[config.mk]
export PLATFORM = sky130hd
export DESIGN_NAME = dlm_top
export DESIGN_NICKNAME = d
export VERILOG_FILES = /design/src/verilog/dlm_pkg.sv /design/src/verilog/dlm_compare.sv /design/src/verilog/dlm_top.sv
export SDC_FILE = /design/constraint.sdc
export NUM_CORES = 1
export LEC_CHECK = 0
export BUFFER_PORTS_ARGS = -buffer_cell sky130_fd_sc_hd__buf_4
export CAP_MARGIN = 0
export CORE_ASPECT_RATIO = 1.4
export CORE_MARGIN = 3
export CORE_UTILIZATION = 27
export CTS_CLUSTER_DIAMETER = 30
export DETAILED_ROUTE_END_ITERATION = 10
export HOLD_SLACK_MARGIN = 0.02
export SLEW_MARGIN = 20
export SYNTH_ARGS = -nofsm -noshare
export SYNTH_HDL_FRONTEND = slang
export SYNTH_SLANG_ARGS = --single-unit
[constraint.sdc]
create_clock -name hclk -period 4.93 [get_ports hclk]
set_input_delay 0.7395 -clock hclk [delete_from_list [all_inputs] [get_ports hclk]]
set_output_delay 0.7395 -clock hclk [all_outputs]
set_load 0.01 [all_outputs]
[src/verilog/dlm_pkg.sv]
// Constants and encodings of the drive limit monitor
//
// Functional notes
// - Current cap in percent of rated, default 160.
// - Cap below rated current scales acceleration torque down alike.
// - Warn when current below low limit, default zero.
// - Warn when current above high limit.
// - Warn when frequency below low limit, default zero.
// - Warn above high frequency limit, default 132 Hz, bound 132 or 1000 Hz.
// - Warn when feedback below low limit, default minus 4000.
// - Warn when feedback above high limit, default 4000.
// - Warnings suppressed in ramp-up, after stop command and while stopped.
// - Warnings arm once output frequency reaches the resulting reference.
// - Each warning routable to signal output and relay.
// - Bypass bandwidth 0 to 100 Hz, default zero; zero disables.
// - Band centred on two skip frequencies, 0 to 1000 Hz, avoided. Code checks band A first; its edge can lie in band B.
package dlm_pkg;

    // ****************************************
    // Register byte offsets
    // ****************************************
    localparam logic [7:0] ADDR_CTRL = 8'h00;
    localparam logic [7:0] ADDR_CUR_CAP = 8'h04;
    localparam logic [7:0] ADDR_CUR_LOW = 8'h08;
    localparam logic [7:0] ADDR_CUR_HIGH = 8'h0C;
    localparam logic [7:0] ADDR_FRQ_LOW = 8'h10;
    localparam logic [7:0] ADDR_FRQ_HIGH = 8'h14;
    localparam logic [7:0] ADDR_LOW_FEEDBACK_LIMIT = 8'h18;
    localparam logic [7:0] ADDR_HIGH_FEEDBACK_LIMIT = 8'h1C;
    localparam logic [7:0] ADDR_BYP_BW = 8'h20;
    localparam logic [7:0] ADDR_SKIP_A = 8'h24;
    localparam logic [7:0] ADDR_SKIP_B = 8'h28;
    localparam logic [7:0] ADDR_ROUTE = 8'h2C;
    localparam logic [7:0] ADDR_STATUS = 8'h30;
    localparam logic [7:0] ADDR_TORQUE = 8'h34;

    // ****************************************
    // Field layout and widths
    // ****************************************
    localparam int NUM_WARN = 6;
    localparam int CTRL_RANGE_BIT = 0;   // 1 selects the 1000 Hz frequency range
    localparam int ROUTE_RELAY_LSB = 8;  // Relay route mask sits above signal mask
    localparam int STAT_ARMED_BIT = 6;
    localparam int STAT_SIG_BIT = 7;
    localparam int STAT_RELAY_BIT = 8;
    localparam int STAT_STATE_LSB = 9;
    localparam int PCT_W = 16;           // Percent in tenths
    localparam int FRQ_W = 16;           // Hertz in tenths
    localparam int CUR_W = 16;           // Amperes in tenths
    localparam int FB_W = 32;            // Signed feedback in thousandths
    localparam int TQ_W = 16;

    // ****************************************
    // Reset values
    // ****************************************
    localparam logic [PCT_W-1:0] CUR_CAP_RST = 16'h0640;   // 160.0 percent
    localparam logic [PCT_W-1:0] PCT_FULL = 16'h03E8;      // 100.0 percent, rated
    localparam logic [CUR_W-1:0] CUR_LOW_RST = 16'h0000;
    localparam logic [CUR_W-1:0] CUR_HIGH_RST = 16'hFFFF;
    localparam logic [FRQ_W-1:0] FRQ_LOW_RST = 16'h0000;
    localparam logic [FRQ_W-1:0] FRQ_HIGH_RST = 16'h0528;  // 132.0 Hz
    localparam logic [FRQ_W-1:0] FRQ_MAX_LO = 16'h0528;    // 132.0 Hz bound
    localparam logic [FRQ_W-1:0] FRQ_MAX_HI = 16'h2710;    // 1000.0 Hz bound
    localparam logic [FRQ_W-1:0] BYP_BW_MAX = 16'h03E8;    // 100.0 Hz
    localparam logic [FRQ_W-1:0] SKIP_RST = 16'h0000;
    localparam logic [FB_W-1:0] LOW_FEEDBACK_LIMIT_RST = 32'hFFC2F700; // -4000.000
    localparam logic [FB_W-1:0] HIGH_FEEDBACK_LIMIT_RST = 32'h003D0900; // 4000.000
    localparam logic [NUM_WARN-1:0] ROUTE_RST = 6'h00;

    // ****************************************
    // Warning bit positions
    // ****************************************
    localparam int W_CUR_LOW = 0;
    localparam int W_CUR_HIGH = 1;
    localparam int W_FRQ_LOW = 2;
    localparam int W_FRQ_HIGH = 3;
    localparam int W_LOW_FEEDBACK_LIMIT = 4;
    localparam int W_HIGH_FEEDBACK_LIMIT = 5;

    // Drive run phase as seen by the arming logic
    typedef enum logic [1:0] {DLM_STOPPED, DLM_RAMPING, DLM_ARMED} dlm_phase_t;

endpackage

[src/verilog/dlm_compare.sv]
// Registered limit comparator gated by arming
`timescale 1ns/1ns
module dlm_compare #(
    parameter int W = 16,
    parameter bit SIGNED = 1'b0,
    parameter bit ABOVE = 1'b0
) (
    input wire logic hclk,
    input wire logic hresetn,
    input wire logic armed,
    input wire logic [W-1:0] value,
    input wire logic [W-1:0] limit,
    output logic warn
);

    logic warn_reg;
    logic warn_next;
    logic hit;

    // Strict compare, signed or unsigned, above or below the limit
    always_comb
    begin
        if (SIGNED)
        begin
            hit = ABOVE ? ($signed(value) > $signed(limit)) : ($signed(value) < $signed(limit));
        end
        else
        begin
            hit = ABOVE ? (value > limit) : (value < limit);
        end
        warn_next = armed && hit;
    end

    // Level flag, falls on the clock edge after the cause goes away
    always_ff @(posedge hclk or negedge hresetn)
    begin
        if (!hresetn)
        begin
            warn_reg <= 1'b0;
        end
        else
        begin
            warn_reg <= warn_next;
        end
    end

    assign warn = warn_reg;

endmodule

[src/verilog/dlm_top.sv]
// Drive limit monitor: registers, warnings, current cap and bypass
`timescale 1ns/1ns
module dlm_top (
    input wire logic hclk,
    input wire logic hresetn,
    input wire logic hsel,
    input wire logic [31:0] haddr,
    input wire logic [1:0] htrans,
    input wire logic hwrite,
    input wire logic [2:0] hsize,
    input wire logic [31:0] hwdata,
    input wire logic hready,
    output logic hreadyout,
    output logic hresp,
    output logic [31:0] hrdata,
    input wire logic run_cmd,
    input wire logic [15:0] out_current,
    input wire logic [15:0] out_freq,
    input wire logic [15:0] ref_freq,
    input wire logic [31:0] feedback,
    input wire logic [15:0] freq_request,
    output logic [15:0] current_cap,
    output logic [15:0] torque_scale,
    output logic [15:0] freq_target,
    output logic [5:0] warn_flags,
    output logic signal_out,
    output logic relay_out
);

    // ****************************************
    // Register file
    // ****************************************
    logic ctrl_reg, ctrl_next;
    logic [15:0] cap_reg, cap_next;
    logic [15:0] clow_reg, clow_next;
    logic [15:0] chigh_reg, chigh_next;
    logic [15:0] flow_reg, flow_next;
    logic [15:0] fhigh_reg, fhigh_next;
    logic [31:0] fblow_reg, fblow_next;
    logic [31:0] fbhigh_reg, fbhigh_next;
    logic [15:0] bw_reg, bw_next;
    logic [15:0] skipa_reg, skipa_next;
    logic [15:0] skipb_reg, skipb_next;
    logic [11:0] route_reg, route_next;
    logic [31:0] rdata_reg, rdata_next;
    logic wr_pend_reg, wr_pend_next;
    logic [7:0] wr_addr_reg, wr_addr_next;
    logic [15:0] fmax;
    logic [15:0] wdata16;
    logic access;
    logic [7:0] ra;

    assign access = hsel && hready && htrans[1];
    assign ra = haddr[7:0];
    assign wdata16 = hwdata[15:0];
    assign fmax = ctrl_reg ? dlm_pkg::FRQ_MAX_HI : dlm_pkg::FRQ_MAX_LO;

    // ****************************************
    // Drive phase and outputs
    // ****************************************
    dlm_pkg::dlm_phase_t phase_reg, phase_next;
    logic [5:0] warn_raw;
    logic armed;
    logic sig_reg, sig_next, relay_reg, relay_next;
    logic [15:0] tq_reg, tq_next;
    logic [15:0] tgt_reg, tgt_next;
    logic [15:0] band_lo_a, band_hi_a, band_lo_b, band_hi_b;

    // Bus writes land one cycle after the address phase; high frequency, bypass and skip writes clamped
    always_comb
    begin
        ctrl_next = ctrl_reg;
        cap_next = cap_reg;
        clow_next = clow_reg;
        chigh_next = chigh_reg;
        flow_next = flow_reg;
        fhigh_next = fhigh_reg;
        fblow_next = fblow_reg;
        fbhigh_next = fbhigh_reg;
        bw_next = bw_reg;
        skipa_next = skipa_reg;
        skipb_next = skipb_reg;
        route_next = route_reg;
        wr_pend_next = access && hwrite;
        wr_addr_next = access ? haddr[7:0] : wr_addr_reg;
        if (wr_pend_reg)
        begin
            if (wr_addr_reg == dlm_pkg::ADDR_CTRL)
                ctrl_next = hwdata[dlm_pkg::CTRL_RANGE_BIT];
            else if (wr_addr_reg == dlm_pkg::ADDR_CUR_CAP)
                cap_next = wdata16;
            else if (wr_addr_reg == dlm_pkg::ADDR_CUR_LOW)
                clow_next = wdata16;
            else if (wr_addr_reg == dlm_pkg::ADDR_CUR_HIGH)
                chigh_next = wdata16;
            else if (wr_addr_reg == dlm_pkg::ADDR_FRQ_LOW)
                flow_next = wdata16;
            else if (wr_addr_reg == dlm_pkg::ADDR_FRQ_HIGH)
                fhigh_next = (wdata16 > fmax) ? fmax : wdata16;
            else if (wr_addr_reg == dlm_pkg::ADDR_LOW_FEEDBACK_LIMIT)
                fblow_next = hwdata;
            else if (wr_addr_reg == dlm_pkg::ADDR_HIGH_FEEDBACK_LIMIT)
                fbhigh_next = hwdata;
            else if (wr_addr_reg == dlm_pkg::ADDR_BYP_BW)
                bw_next = (wdata16 > dlm_pkg::BYP_BW_MAX) ? dlm_pkg::BYP_BW_MAX : wdata16;
            else if (wr_addr_reg == dlm_pkg::ADDR_SKIP_A)
                skipa_next = (wdata16 > dlm_pkg::FRQ_MAX_HI) ? dlm_pkg::FRQ_MAX_HI : wdata16;
            else if (wr_addr_reg == dlm_pkg::ADDR_SKIP_B)
                skipb_next = (wdata16 > dlm_pkg::FRQ_MAX_HI) ? dlm_pkg::FRQ_MAX_HI : wdata16;
            else if (wr_addr_reg == dlm_pkg::ADDR_ROUTE)
                route_next = {hwdata[dlm_pkg::ROUTE_RELAY_LSB +: 6], hwdata[5:0]};
        end
    end

    // Read data chosen in the address phase, unmapped reads return zero
    always_comb
    begin
        rdata_next = rdata_reg;
        if (access && !hwrite)
        begin
            rdata_next = 32'h00000000;
            if (ra == dlm_pkg::ADDR_CTRL)
                rdata_next[0] = ctrl_reg;
            else if (ra == dlm_pkg::ADDR_CUR_CAP)
                rdata_next[15:0] = cap_reg;
            else if (ra == dlm_pkg::ADDR_CUR_LOW)
                rdata_next[15:0] = clow_reg;
            else if (ra == dlm_pkg::ADDR_CUR_HIGH)
                rdata_next[15:0] = chigh_reg;
            else if (ra == dlm_pkg::ADDR_FRQ_LOW)
                rdata_next[15:0] = flow_reg;
            else if (ra == dlm_pkg::ADDR_FRQ_HIGH)
                rdata_next[15:0] = fhigh_reg;
            else if (ra == dlm_pkg::ADDR_LOW_FEEDBACK_LIMIT)
                rdata_next = fblow_reg;
            else if (ra == dlm_pkg::ADDR_HIGH_FEEDBACK_LIMIT)
                rdata_next = fbhigh_reg;
            else if (ra == dlm_pkg::ADDR_BYP_BW)
                rdata_next[15:0] = bw_reg;
            else if (ra == dlm_pkg::ADDR_SKIP_A)
                rdata_next[15:0] = skipa_reg;
            else if (ra == dlm_pkg::ADDR_SKIP_B)
                rdata_next[15:0] = skipb_reg;
            else if (ra == dlm_pkg::ADDR_ROUTE)
                rdata_next = {18'h00000, route_reg[11:6], 2'h0, route_reg[5:0]};
            else if (ra == dlm_pkg::ADDR_STATUS)
                rdata_next[10:0] = {phase_reg, relay_reg, sig_reg, armed, warn_raw};
            else if (ra == dlm_pkg::ADDR_TORQUE)
                rdata_next[15:0] = tq_reg;
        end
    end

    always_ff @(posedge hclk or negedge hresetn)
    begin
        if (!hresetn)
        begin
            ctrl_reg <= 1'b0;
            cap_reg <= dlm_pkg::CUR_CAP_RST;
            clow_reg <= dlm_pkg::CUR_LOW_RST;
            chigh_reg <= dlm_pkg::CUR_HIGH_RST;
            flow_reg <= dlm_pkg::FRQ_LOW_RST;
            fhigh_reg <= dlm_pkg::FRQ_HIGH_RST;
            fblow_reg <= dlm_pkg::LOW_FEEDBACK_LIMIT_RST;
            fbhigh_reg <= dlm_pkg::HIGH_FEEDBACK_LIMIT_RST;
            bw_reg <= 16'h0000;
            skipa_reg <= dlm_pkg::SKIP_RST;
            skipb_reg <= dlm_pkg::SKIP_RST;
            route_reg <= {dlm_pkg::ROUTE_RST, dlm_pkg::ROUTE_RST};
            rdata_reg <= 32'h00000000;
            wr_pend_reg <= 1'b0;
            wr_addr_reg <= 8'h00;
        end
        else
        begin
            ctrl_reg <= ctrl_next;
            cap_reg <= cap_next;
            clow_reg <= clow_next;
            chigh_reg <= chigh_next;
            flow_reg <= flow_next;
            fhigh_reg <= fhigh_next;
            fblow_reg <= fblow_next;
            fbhigh_reg <= fbhigh_next;
            bw_reg <= bw_next;
            skipa_reg <= skipa_next;
            skipb_reg <= skipb_next;
            route_reg <= route_next;
            rdata_reg <= rdata_next;
            wr_pend_reg <= wr_pend_next;
            wr_addr_reg <= wr_addr_next;
        end
    end

    // ****************************************
    // Arming: stopped, ramping, armed
    // ****************************************
    always_comb
    begin
        phase_next = phase_reg;
        case (phase_reg)
            dlm_pkg::DLM_STOPPED:
                if (run_cmd)
                    phase_next = dlm_pkg::DLM_RAMPING;
            dlm_pkg::DLM_RAMPING:
                if (!run_cmd)
                    phase_next = dlm_pkg::DLM_STOPPED;
                else if (out_freq == ref_freq)
                    phase_next = dlm_pkg::DLM_ARMED;
            dlm_pkg::DLM_ARMED:
                if (!run_cmd)
                    phase_next = dlm_pkg::DLM_STOPPED;
            default:
                phase_next = dlm_pkg::DLM_STOPPED;
        endcase
    end

    assign armed = (phase_reg == dlm_pkg::DLM_ARMED) && run_cmd;

    // ****************************************
    // Six limit comparators
    // ****************************************
    dlm_compare #(.W(16), .SIGNED(1'b0), .ABOVE(1'b0)) u_cur_low (
        .hclk(hclk), .hresetn(hresetn), .armed(armed),
        .value(out_current), .limit(clow_reg), .warn(warn_raw[dlm_pkg::W_CUR_LOW]));
    dlm_compare #(.W(16), .SIGNED(1'b0), .ABOVE(1'b1)) u_cur_high (
        .hclk(hclk), .hresetn(hresetn), .armed(armed),
        .value(out_current), .limit(chigh_reg), .warn(warn_raw[dlm_pkg::W_CUR_HIGH]));
    dlm_compare #(.W(16), .SIGNED(1'b0), .ABOVE(1'b0)) u_frq_low (
        .hclk(hclk), .hresetn(hresetn), .armed(armed),
        .value(out_freq), .limit(flow_reg), .warn(warn_raw[dlm_pkg::W_FRQ_LOW]));
    dlm_compare #(.W(16), .SIGNED(1'b0), .ABOVE(1'b1)) u_frq_high (
        .hclk(hclk), .hresetn(hresetn), .armed(armed),
        .value(out_freq), .limit(fhigh_reg), .warn(warn_raw[dlm_pkg::W_FRQ_HIGH]));
    dlm_compare #(.W(32), .SIGNED(1'b1), .ABOVE(1'b0)) u_low_feedback_limit (
        .hclk(hclk), .hresetn(hresetn), .armed(armed),
        .value(feedback), .limit(fblow_reg), .warn(warn_raw[dlm_pkg::W_LOW_FEEDBACK_LIMIT]));
    dlm_compare #(.W(32), .SIGNED(1'b1), .ABOVE(1'b1)) u_high_feedback_limit (
        .hclk(hclk), .hresetn(hresetn), .armed(armed),
        .value(feedback), .limit(fbhigh_reg), .warn(warn_raw[dlm_pkg::W_HIGH_FEEDBACK_LIMIT]));

    // ****************************************
    // Routing, torque scale and bypass
    // ****************************************
    assign band_lo_a = (skipa_reg > (bw_reg >> 1)) ? skipa_reg - (bw_reg >> 1) : 16'h0000;
    assign band_hi_a = skipa_reg + (bw_reg >> 1);
    assign band_lo_b = (skipb_reg > (bw_reg >> 1)) ? skipb_reg - (bw_reg >> 1) : 16'h0000;
    assign band_hi_b = skipb_reg + (bw_reg >> 1);

    always_comb
    begin
        sig_next = |(warn_raw & route_reg[5:0]);
        relay_next = |(warn_raw & route_reg[11:6]);
        tq_next = (cap_reg < dlm_pkg::PCT_FULL) ? cap_reg : dlm_pkg::PCT_FULL;
        tgt_next = freq_request;
        if (bw_reg != 16'h0000)
        begin
            // Snap to the nearer edge of the first band holding the request, A before B; an edge of band A can lie inside an overlapping band B
            if (freq_request > band_lo_a && freq_request < band_hi_a)
                tgt_next = (freq_request < skipa_reg) ? band_lo_a : band_hi_a;
            else if (freq_request > band_lo_b && freq_request < band_hi_b)
                tgt_next = (freq_request < skipb_reg) ? band_lo_b : band_hi_b;
        end
    end

    always_ff @(posedge hclk or negedge hresetn)
    begin
        if (!hresetn)
        begin
            phase_reg <= dlm_pkg::DLM_STOPPED;
            sig_reg <= 1'b0;
            relay_reg <= 1'b0;
            tq_reg <= dlm_pkg::PCT_FULL;
            tgt_reg <= 16'h0000;
        end
        else
        begin
            phase_reg <= phase_next;
            sig_reg <= sig_next;
            relay_reg <= relay_next;
            tq_reg <= tq_next;
            tgt_reg <= tgt_next;
        end
    end

    assign hreadyout = 1'b1;
    assign hresp = 1'b0;
    assign hrdata = rdata_reg;
    assign current_cap = cap_reg;
    assign torque_scale = tq_reg;
    assign freq_target = tgt_reg;
    assign warn_flags = warn_raw;
    assign signal_out = sig_reg;
    assign relay_out = relay_reg;

endmodule
==> results of run 1 <==
==> cells in the mapped netlist, drive strengths merged, types with 24 or more instances <==
cell type / instances / share of area, %
inv: 218 / 3.8
nor2b: 24 / 0.70
a221oi: 29 / 1.2
nor3: 40 / 0.96
nand2: 185 / 3.2
xnor2: 45 / 1.8
dfstp: 54 / 6.6
a21o: 70 / 2.5
ha: 282 / 16
clkbuf: 65 / 1.1
buf: 40 / 1.0
a22oi: 53 / 1.9
nor2: 130 / 2.3
nand4: 38 / 1.1
a21oi: 132 / 3.1
nand3: 43 / 1.0
o21ai: 155 / 3.6
mux2: 128 / 6.7
dfrtp: 234 / 27
==> layer usage <==
metal	share of wire [%]	track usage (%)
met5	0.071	0
met4	5.7	10.83
met3	8.0	5.277
met2	49	35.30
met1	37	22.19
==> repair_timing <==
item	4_1_cts	5_1_grt
pin swaps	0	13
resized for setup	2	40
hold endpoints to repair	0	0
setup buffers	0	7
setup endpoints to repair	4	16
==> where the power goes <==
group	leakage (nW)	switching, mW	internal, mW	total (mW)
Sequential	3.26	0.154	2.56	2.71
Combinational	9.06	1.12	0.933	2.06
Clock	1.36	1.61	3.69	5.30
Total	13.7	2.89	7.19	10.1
==> metrics by stage <==
stage                     util (%)  total power [mW]  instances
final                        36.09             10.08       3809
after global routing         36.07             10.50       3803
after CTS                    35.79             10.08       3796
after detailed placement     32.24             4.747       3650
after global placement       32.24             4.720       3650
after floorplan                  -             3.825       2326
==> path summary, 6_finish.rpt <==
| path | startpoint | end | slack (ps) |
|---|---|---|---|
| setup / recovery | skipa_reg[0]$_DFFE_PN0P_ | freq_target[7]$_DFF_PN0_ | 170 |
| hold reg to reg | hrdata[6]$_DFFE_PN0P_ | hrdata[6]$_DFFE_PN0P_ | 480 |
| max in group asynchronous | hresetn | hrdata[27]$_DFFE_PN0P_ | 3480 |
| setup reg to reg | skipa_reg[0]$_DFFE_PN0P_ | freq_target[7]$_DFF_PN0_ | 170 |
| min in group hclk | hwdata[18] | fblow_reg[18]$_DFFE_PN0P_ | 370 |
| hold / removal | hresetn | freq_target[15]$_DFF_PN0_ | 160 |
==> area by class of cell <==
type                            count  share of cell area [%]
Antenna cell                        6                 0.05326
Clock inverter                     36                   1.682
Multi-Input combinational cell   1713                   46.21
Sequential cell                   288                   25.81
Timing Repair Buffer              391                   10.54
Inverter                          220                   2.929
Clock buffer                      110                   8.139
Tap cell                         1045                   4.638
==> cells by family (layout without fill, tap and decap cells) <==
group	after synthesis	in the layout	synth area share, %
xor gates and xnor gates	58	58	2.375
adders and majority gates	286	286	16.87
AOI/OAI and AO/OA	632	632	19.72
buffers and inverters	325	757	6.043
muxes	143	143	7.442
other	2	14	0.03512
DFF	288	288	34.01
and+or+nand+nor	586	586	13.50
==> results.toml, run 1 <==
[run_status]
outcome = "complete, no violations"

[setup_path]
path_max_fanout = 5
worst_path_dominant_cell_family = "compound AO/OA/AOI/OAI gates"
cp.depth = 21
path_cells = "buf_4 -> ha_1 -> fa_2 -> nand2b_1 -> a21oi_1 -> o21bai_2 -> a211oi_2 -> o31a_1 -> o41a_1 -> nor4_4 -> a211oi_1 -> ha_1 -> nor2b_1 -> o21ai_1 -> o211a_1 -> nand2_1 -> a21o_4 -> nand2b_2 -> buf_4 -> a311oi_1 -> a211oi_1"
r2r_cells = 21
slowest_stage = "o41a_1"
cp.arrival_ps = 5220
crit_path_max_incr_delay_ps = 500
crit_path_start_kind = "register"
worst-path-buf-inv = 2
required_ps = 5390
critPathKind = "register to register"
end_kind = "register"

[detailed_routing]
wl_per_cell_um = 22.42
drc_errors = 0
detail-route-antenna-nets = 0
vias = 19740
vias_per_cell = 5.182
wl_mm = 85.39
drtIter0Drc = 1298
dr.pass1.iters = 5

[placed_design]
post-place-ws_ps = -29.57
hpwl_mm = 67.05
gp_congestion = 0.9652
portBuffers = 230
placed_area_mm2 = 0.02518

[flow_run]
max-cap-violations = 0

[cells_and_area]
nets = 3150
drive_gt1_share_pct = 28.43
area_growth_pct = 31.83
most-common-layout-cells = "buf_4 (387), ha_1 (280), dfrtp_1 (233), inv_1 (216), nand2_1 (184)"
layout_commonest_cell = "buf_4"
finish.instance_area_mm2 = 0.02819
multiInputGateArea_mm2 = 0.01303
regArea_mm2 = 0.007276
nFillCells = 8047

[yosys]
synthFlopType = "dfrtp_1"
yosysSeqAreaShare_pct = 34.01
syn_inst = 2320
synth_edf_count = 0
synthArstFlopShare_pct = 100.0
yosysWarnings = 0
synth.avg_cell_area_um2 = 9.218
synth.distinct_cells = 95
synth_area_mm2 = 0.02139
ys_ff_latch = 288

[clock_tree]
tritoncts = "built"
clock_tree.root_cell = "clkbuf_16"
holdBufCountCts = 0
clockBufferDepth = 3
cts.reportedPaths.clkPinSlew_ps = 40
cts.sinks = 288
cts_made_buffers = 79
htree_levels = 3
insertion_delay_ps = 610

[sta]
report.final.slew_viol_count = 0
period_needed_ps = 4763
hold-worst-slack_ps = 158.4
fin_worst_skew_ps = 23.90
fmax_ghz = 0.2099
slew-limit-headroom_pct = 30.85
timing.final.ws_setup_ps = 166.9
fin_crit_sh_pct = 96.62
finalHoldViolCount = 0
finalSetupViolCount = 0
worstMarginPinSlew_ps = 1011
fin_tns_setup_ps = 0

[global_route]
grt_first_pass_wirelength_mm = 125.2
grt_use_total_pct = 20.16
overflow = 0
grt_max_degree = 112
first_global_vias = 20160
antenna_found_initial = 11

[floorplan]
rows = 121
die_area_mm2 = 0.08267
die_h_um = 339.0
start_util_pct = 27.38
pin_count = 261
core_area_mm2 = 0.07812
dieWidth_um = 243.9

[pwr]
ir_drop_uv = 345.4
power.leakage_nw = 13.68
powerDensity_mw_per_mm2 = 357.4

[hold_path]
hold_path.class = "input port to async pin"
No activity file was read; power rests on OpenSTA's default activity.
==> inputs of run 2 (changes only) <==
--- a/config.mk
+++ b/config.mk
@@ -5,6 +5,7 @@
 export SDC_FILE = /design/constraint.sdc
 export NUM_CORES = 1
 export LEC_CHECK = 0
+export ABC_CLOCK_PERIOD_IN_PS = 5000
 export BUFFER_PORTS_ARGS = -buffer_cell sky130_fd_sc_hd__buf_4
 export CAP_MARGIN = 0
 export CORE_ASPECT_RATIO = 1.4
==> constraint.sdc (replaced) <==
create_clock -name hclk -period 5 [get_ports hclk]
set_input_delay 0.75 -clock hclk [delete_from_list [all_inputs] [get_ports hclk]]
set_output_delay 0.75 -clock hclk [all_outputs]
set_load 0.01 [all_outputs]
==> results.toml, run 2 (synthesized netlist as in run 1, its figures left out) <==
[clock_tree]
clock_tree.root_cell = "clkbuf_16"
cts.reportedPaths.clkPinSlew_ps = 40
clockBufferDepth = 3
cts_made_buffers = 77
tritoncts = "built"
htree_levels = 3
insertion_delay_ps = 600
cts.sinks = 288

[cells_and_area]
area_growth_pct = 30.52
instances_no_fill = 3779
regArea_mm2 = 0.007276
multiInputGateArea_mm2 = 0.01303
drive_gt1_share_pct = 27.55
layout_commonest_cell = "buf_4"
nets = 3125
nFillCells = 8070
finish.instance_area_mm2 = 0.02791
most-common-layout-cells = "buf_4 (364), ha_1 (280), dfrtp_1 (233), inv_1 (217), nand2_1 (185)"
final_util_pct = 35.73

[sta]
worstMarginPinSlew_ps = 995.3
report.final.slew_viol_count = 0
fmax_ghz = 0.2065
fin_worst_skew_ps = 26.17
timing.final.ws_setup_ps = 158.2
period_needed_ps = 4842
finalHoldViolCount = 0
finalSetupViolCount = 0
slew-limit-headroom_pct = 31.93
fin_tns_setup_ps = 0
fin_crit_sh_pct = 96.84

[detailed_routing]
vias_per_cell = 5.161
wl_mm = 84.57
vias = 19500
drc_errors = 0
wl_per_cell_um = 22.38
drtIter0Drc = 1378
dr.pass1.iters = 5
detail-route-antenna-nets = 0

[setup_path]
cp.arrival_ps = 5290
path_common_cell = "buf_4"
crit_path_max_incr_delay_ps = 440
critPathKind = "register to register"
worst-path-buf-inv = 3
required_ps = 5450
path_max_fanout = 5
crit_path_start_kind = "register"
slowest_stage = "o41a_1"
end_kind = "register"
path_cells = "buf_4 -> ha_1 -> fa_1 -> nand2b_1 -> a21oi_1 -> o21bai_1 -> a211oi_1 -> o31a_1 -> o41a_1 -> nor4_2 -> a211oi_1 -> ha_1 -> nor2b_1 -> o21ai_1 -> o211a_1 -> nand2_1 -> a21o_4 -> buf_4 -> nor3_1 -> buf_4 -> o2bb2ai_1 -> nor4b_2"
worst_path_dominant_cell_family = "compound AO/OA/AOI/OAI gates"

[placed_design]
placed_area_mm2 = 0.02505
place_inst = 3632
post-place-ws_ps = 2.324
gp_congestion = 0.9385
hpwl_mm = 66.59
portBuffers = 230

[flow_run]
max-cap-violations = 0

[floorplan]
core_area_mm2 = 0.07812
start_util_pct = 27.38
die_area_mm2 = 0.08267
dieWidth_um = 243.9
rows = 121
pin_count = 261
die_h_um = 339.0

[run_status]
outcome = "complete, no violations"

[global_route]
grt_first_pass_wirelength_mm = 123.7
grt_max_degree = 118
antenna_found_initial = 9
overflow = 0
first_global_vias = 19720
grt_use_total_pct = 19.95

[pwr]
powerDensity_mw_per_mm2 = 347.2
ir_drop_uv = 371.0
power.leakage_nw = 13.51

[hold_path]
hold_path.class = "input port to async pin"
==> run 2: cell count changes in the layout (fill, tap and decap cells not counted), moves of 3 or more <==
cell / previous run / this run
clkinv_4: 0 / 4
nor4b_2: 3 / 6
clkinvlp_4: 5 / 10
clkbuf_8: 18 / 8
buf_4: 387 / 364
nor4b_1: 6 / 3
==> run 2: worst paths after layout <==
kind | startpoint | endpoint | slack (ps) | depth (start not counted)
max | skipa_reg[0]$_DFFE_PN0P_ | freq_target[15]$_DFF_PN0_ | 160 | 22
min | hresetn | freq_target[1]$_DFF_PN0_ | 130 | 1
max reg2reg | skipa_reg[0]$_DFFE_PN0P_ | freq_target[15]$_DFF_PN0_ | 160 | 22
min reg2reg | hrdata[3]$_DFFE_PN0P_ | hrdata[3]$_DFFE_PN0P_ | 480 | 2
max in group asynchronous | hresetn | u_cur_low.warn$_DFF_PN0_ | 3650 | 2
min in group hclk | hwdata[19] | fbhigh_reg[19]$_DFFE_PN1P_ | 390 | 2
==> run 2: power by group <==
group	switching, mW	internal (mW)	leakage, nW
clock	1.59	3.44	1.28
combinational	1.10	0.892	8.97
sequential	0.151	2.52	3.26
==> run 2: worst reg2reg max path, delay by kind of cell, from the launching register on <==
family,cells,cell delay [ps]
adder cells (fa/ha/maj),3,920
flip-flops,1,370
AO/OA/AOI/OAI,10,2050
buffers and inverters,3,440
AND/OR/NAND/NOR,6,900
==> run 2: routing by layer <==
| layer | vias up | track usage, % | part of all wire, % |
|---|---|---|---|
| met5 | - | 0 | 0.064 |
| met3 | 208 | 5.174 | 7.6 |
| met2 | 720 | 34.83 | 49 |
| met4 | 8 | 10.49 | 5.6 |
| li1 | 9104 | - | - |
| met1 | 9462 | 22.18 | 38 |
==> run 2: area by class of cell <==
type	count	area share, %
inverters	220	2.958
clock buffers	97	7.535
multi-input cells	1713	46.68
clock inverters	44	2.013
diodes	4	0.03586
repair buffers	368	10.03
well taps	1045	4.684
flip-flops and latches	288	26.07
==> run 2: what timing repair did <==
action	CTS	global route
setup buffers	0	2
pin swaps	0	7
setup endpoints to repair	1	16
hold buffers	0	0
gates resized for setup	1	35
==> run 2: stage by stage <==
stage,power (mW),hold WS [ps]
floorplan,3.772,454.4
global placement,4.628,463.0
detailed placement,4.655,475.7
CTS,9.735,158.3
global route,10.13,181.8
finish,9.691,130.9
==> inputs of run 3 (changes only) <==
--- a/config.mk
+++ b/config.mk
@@ -10,11 +10,13 @@
 export CAP_MARGIN = 0
 export CORE_ASPECT_RATIO = 1.4
 export CORE_MARGIN = 3
-export CORE_UTILIZATION = 27
+export CORE_UTILIZATION = 52
 export CTS_CLUSTER_DIAMETER = 30
 export DETAILED_ROUTE_END_ITERATION = 10
 export HOLD_SLACK_MARGIN = 0.02
+export PLACE_DENSITY = 0.73
 export SLEW_MARGIN = 20
 export SYNTH_ARGS = -nofsm -noshare
 export SYNTH_HDL_FRONTEND = slang
+export SYNTH_HIERARCHICAL = 1
 export SYNTH_SLANG_ARGS = --single-unit
==> results.toml, run 3 <==
[cells_and_area]
nets = 3154
nFillCells = 3259
drive_gt1_share_pct = 29.57
most-common-layout-cells = "buf_4 (398), ha_1 (276), dfrtp_1 (233), inv_1 (214), nand2_1 (190)"
multiInputGateArea_mm2 = 0.01347
area_growth_pct = 26.02
finish.instance_area_mm2 = 0.02723
layout_commonest_cell = "buf_4"
regArea_mm2 = 0.007276
antennaDiodeCount = 0

[sta]
period_needed_ps = 4900
worstMarginPinSlew_ps = 1072
fin_worst_skew_ps = 37.07
fmax_ghz = 0.2041
finalHoldViolCount = 0
fin_crit_sh_pct = 97.99
report.final.slew_viol_count = 0
finalSetupViolCount = 0
timing.final.ws_setup_ps = 100.4
slew-limit-headroom_pct = 28.28

[global_route]
antenna_found_initial = 1
grt_first_pass_wirelength_mm = 124.4
first_global_vias = 21430
grt_use_total_pct = 37.28
overflow = 0
grt_max_degree = 103

[yosys]
synthTopCellsByArea = "dfrtp_1 (27%), ha_1 (16%), mux2_2 (8.4%), dfstp_2 (6.6%), inv_1 (3.8%)"
yosysWarnings = 6
synth.distinct_cells = 98
synthArstFlopShare_pct = 100.0
syn_inst = 2328
synthFlopType = "dfrtp_1"
synth_area_leader_cell = "dfrtp_1"
synth.avg_cell_area_um2 = 9.281
ys_ff_latch = 288
synth_area_mm2 = 0.02161
synth_edf_count = 0
synth_most_common_cell = "ha_1"
synth_common_cells = "ha_1 (282), dfrtp_1 (234), inv_1 (217), nand2_1 (192), mux2_2 (162)"
yosysSeqAreaShare_pct = 33.67
synth_top_area_share_pct = 27.10

[setup_path]
required_ps = 5520
critPathKind = "register to register"
path_max_fanout = 5
end_kind = "register"
crit_path_start_kind = "register"
cp.arrival_ps = 5420

[detailed_routing]
wl_per_cell_um = 25.54
dr.pass1.iters = 9
drtIter0Drc = 1750
detail-route-antenna-nets = 0
vias = 20500
drc_errors = 0
vias_per_cell = 6.255
wl_mm = 83.68

[placed_design]
gp_congestion = 1.081
hpwl_mm = 63.19
portBuffers = 230
post-place-ws_ps = -268.9
placed_area_mm2 = 0.02491

[clock_tree]
holdBufCountCts = 0
htree_levels = 2
tritoncts = "built"
cts.sinks = 288
cts.reportedPaths.clkPinSlew_ps = 50
insertion_delay_ps = 600
cts_made_buffers = 54
clock_tree.root_cell = "clkbuf_16"
clockBufferDepth = 3

[pwr]
powerDensity_mw_per_mm2 = 311.0
ir_drop_uv = 332.8
power.leakage_nw = 13.20
total_power_mw = 8.470

[floorplan]
start_util_pct = 53.07
die_h_um = 247.2
rows = 87
die_area_mm2 = 0.04407
dieWidth_um = 178.3
core_area_mm2 = 0.04071
pin_count = 261

[hold_path]
hold_path.class = "input port to async pin"

[flow_run]
max-cap-violations = 0

[run_status]
outcome = "complete, no violations"
## run 3: changes by cell type after synthesis, sizes merged, moves of 7 or more
cell   previous run  this run
a21o             70        22
a21oi           132       159
a22oi            53        19
a31oi            19        12
buf              40        27
mux2            128       162
mux2i            15        46
nand2           185       192
nor2b            24        34
or4               2        12
## run 3: cell type report
class / count / share of cell area, %
clock inverters: 36 / 1.466
well taps: 534 / 2.454
inverters: 220 / 3.033
repair buffers: 405 / 11.34
flip-flops and latches: 288 / 26.72
multi-input cells: 1728 / 49.45
clock buffers: 66 / 5.537
## run 3: metrics by stage
step                hold WS (ps)  setup TNS (ps)  utilization [%]  std cells
floorplan                  430.7               0                -       2334
global placement           450.0          -200.0            61.20       3166
detailed placement         466.8           -2318            61.20       3166
CTS                        241.0               0            66.32       3275
global route               272.7          -356.5            66.88       3277
finish                     197.1               0            66.88       3277
## run 3: per-layer routing
metal	routed length, um	track usage [%]	part of all wire [%]
met2	39420	61.81	47
met1	28000	38.65	33
met3	6696	8.525	8.0
met4	9570	34.38	11
met5	0	0	0
## run 3: cell families (layout without fill, tap and decap cells)
family | after synthesis | count (layout) | synth area share, %
flip-flops | 288 | 288 | 33.67
adder cells (fa/ha/maj) | 286 | 286 | 16.70
XOR/XNOR | 61 | 61 | 2.473
AO/OA/AOI/OAI | 564 | 564 | 17.11
buffers and inverters | 318 | 727 | 5.739
other | 2 | 8 | 0.03476
multiplexers | 208 | 208 | 10.57
AND/OR/NAND/NOR | 601 | 601 | 13.70
## run 3: worst max-delay path, cell delays in order, from the launching register on
cell	delay (ps)
dfrtp_1	380
inv_2	60
ha_2	180
inv_1	60
fa_2	340
a211o_1	320
a21boi_2	250
o311ai_4	130
or4_4	460
a311oi_4	330
buf_4	200
nand2b_4	130
ha_4	200
a21oi_2	140
o21ai_1	80
a221oi_1	250
buf_4	160
nand3_1	80
o211ai_1	230
and2_4	240
buf_4	100
a21bo_2	210
o21ai_1	140
a22o_1	160
## run 3: what timing repair did
| action | 4_1_cts | 5_1_grt |
|---|---|---|
| pin swaps | 13 | 18 |
| setup endpoints to repair | 16 | 16 |
| buffers inserted | 7 | 2 |
| gates resized for setup | 26 | 42 |
| gates cloned | 0 | 0 |
## run 3: path summary, 6_finish.rpt
| kind | startpoint | end | slack, ps | cells past startpoint |
|---|---|---|---|---|
| min in group hclk | hwdata[18] | fbhigh_reg[18]$_DFFE_PN1P_ | 390 | 2 |
| max in group asynchronous | hresetn | clow_reg[10]$_DFFE_PN0P_ | 3540 | 2 |
| hold / removal | hresetn | freq_target[5]$_DFF_PN0_ | 200 | 1 |
| setup reg to reg | skipa_reg[0]$_DFFE_PN0P_ | freq_target[0]$_DFF_PN0_ | 100 | 23 |
| setup / recovery | skipa_reg[0]$_DFFE_PN0P_ | freq_target[0]$_DFF_PN0_ | 100 | 23 |
| hold reg to reg | phase_reg[1]$_DFFE_PN0P_ | phase_reg[0]$_DFFE_PN0P_ | 480 | 1 |
## run 3: power by group
part | internal [mW] | switching [mW]
combinational | 0.929 | 1.17
sequential | 2.49 | 0.143
clock | 2.35 | 1.39
total | 5.77 | 2.70
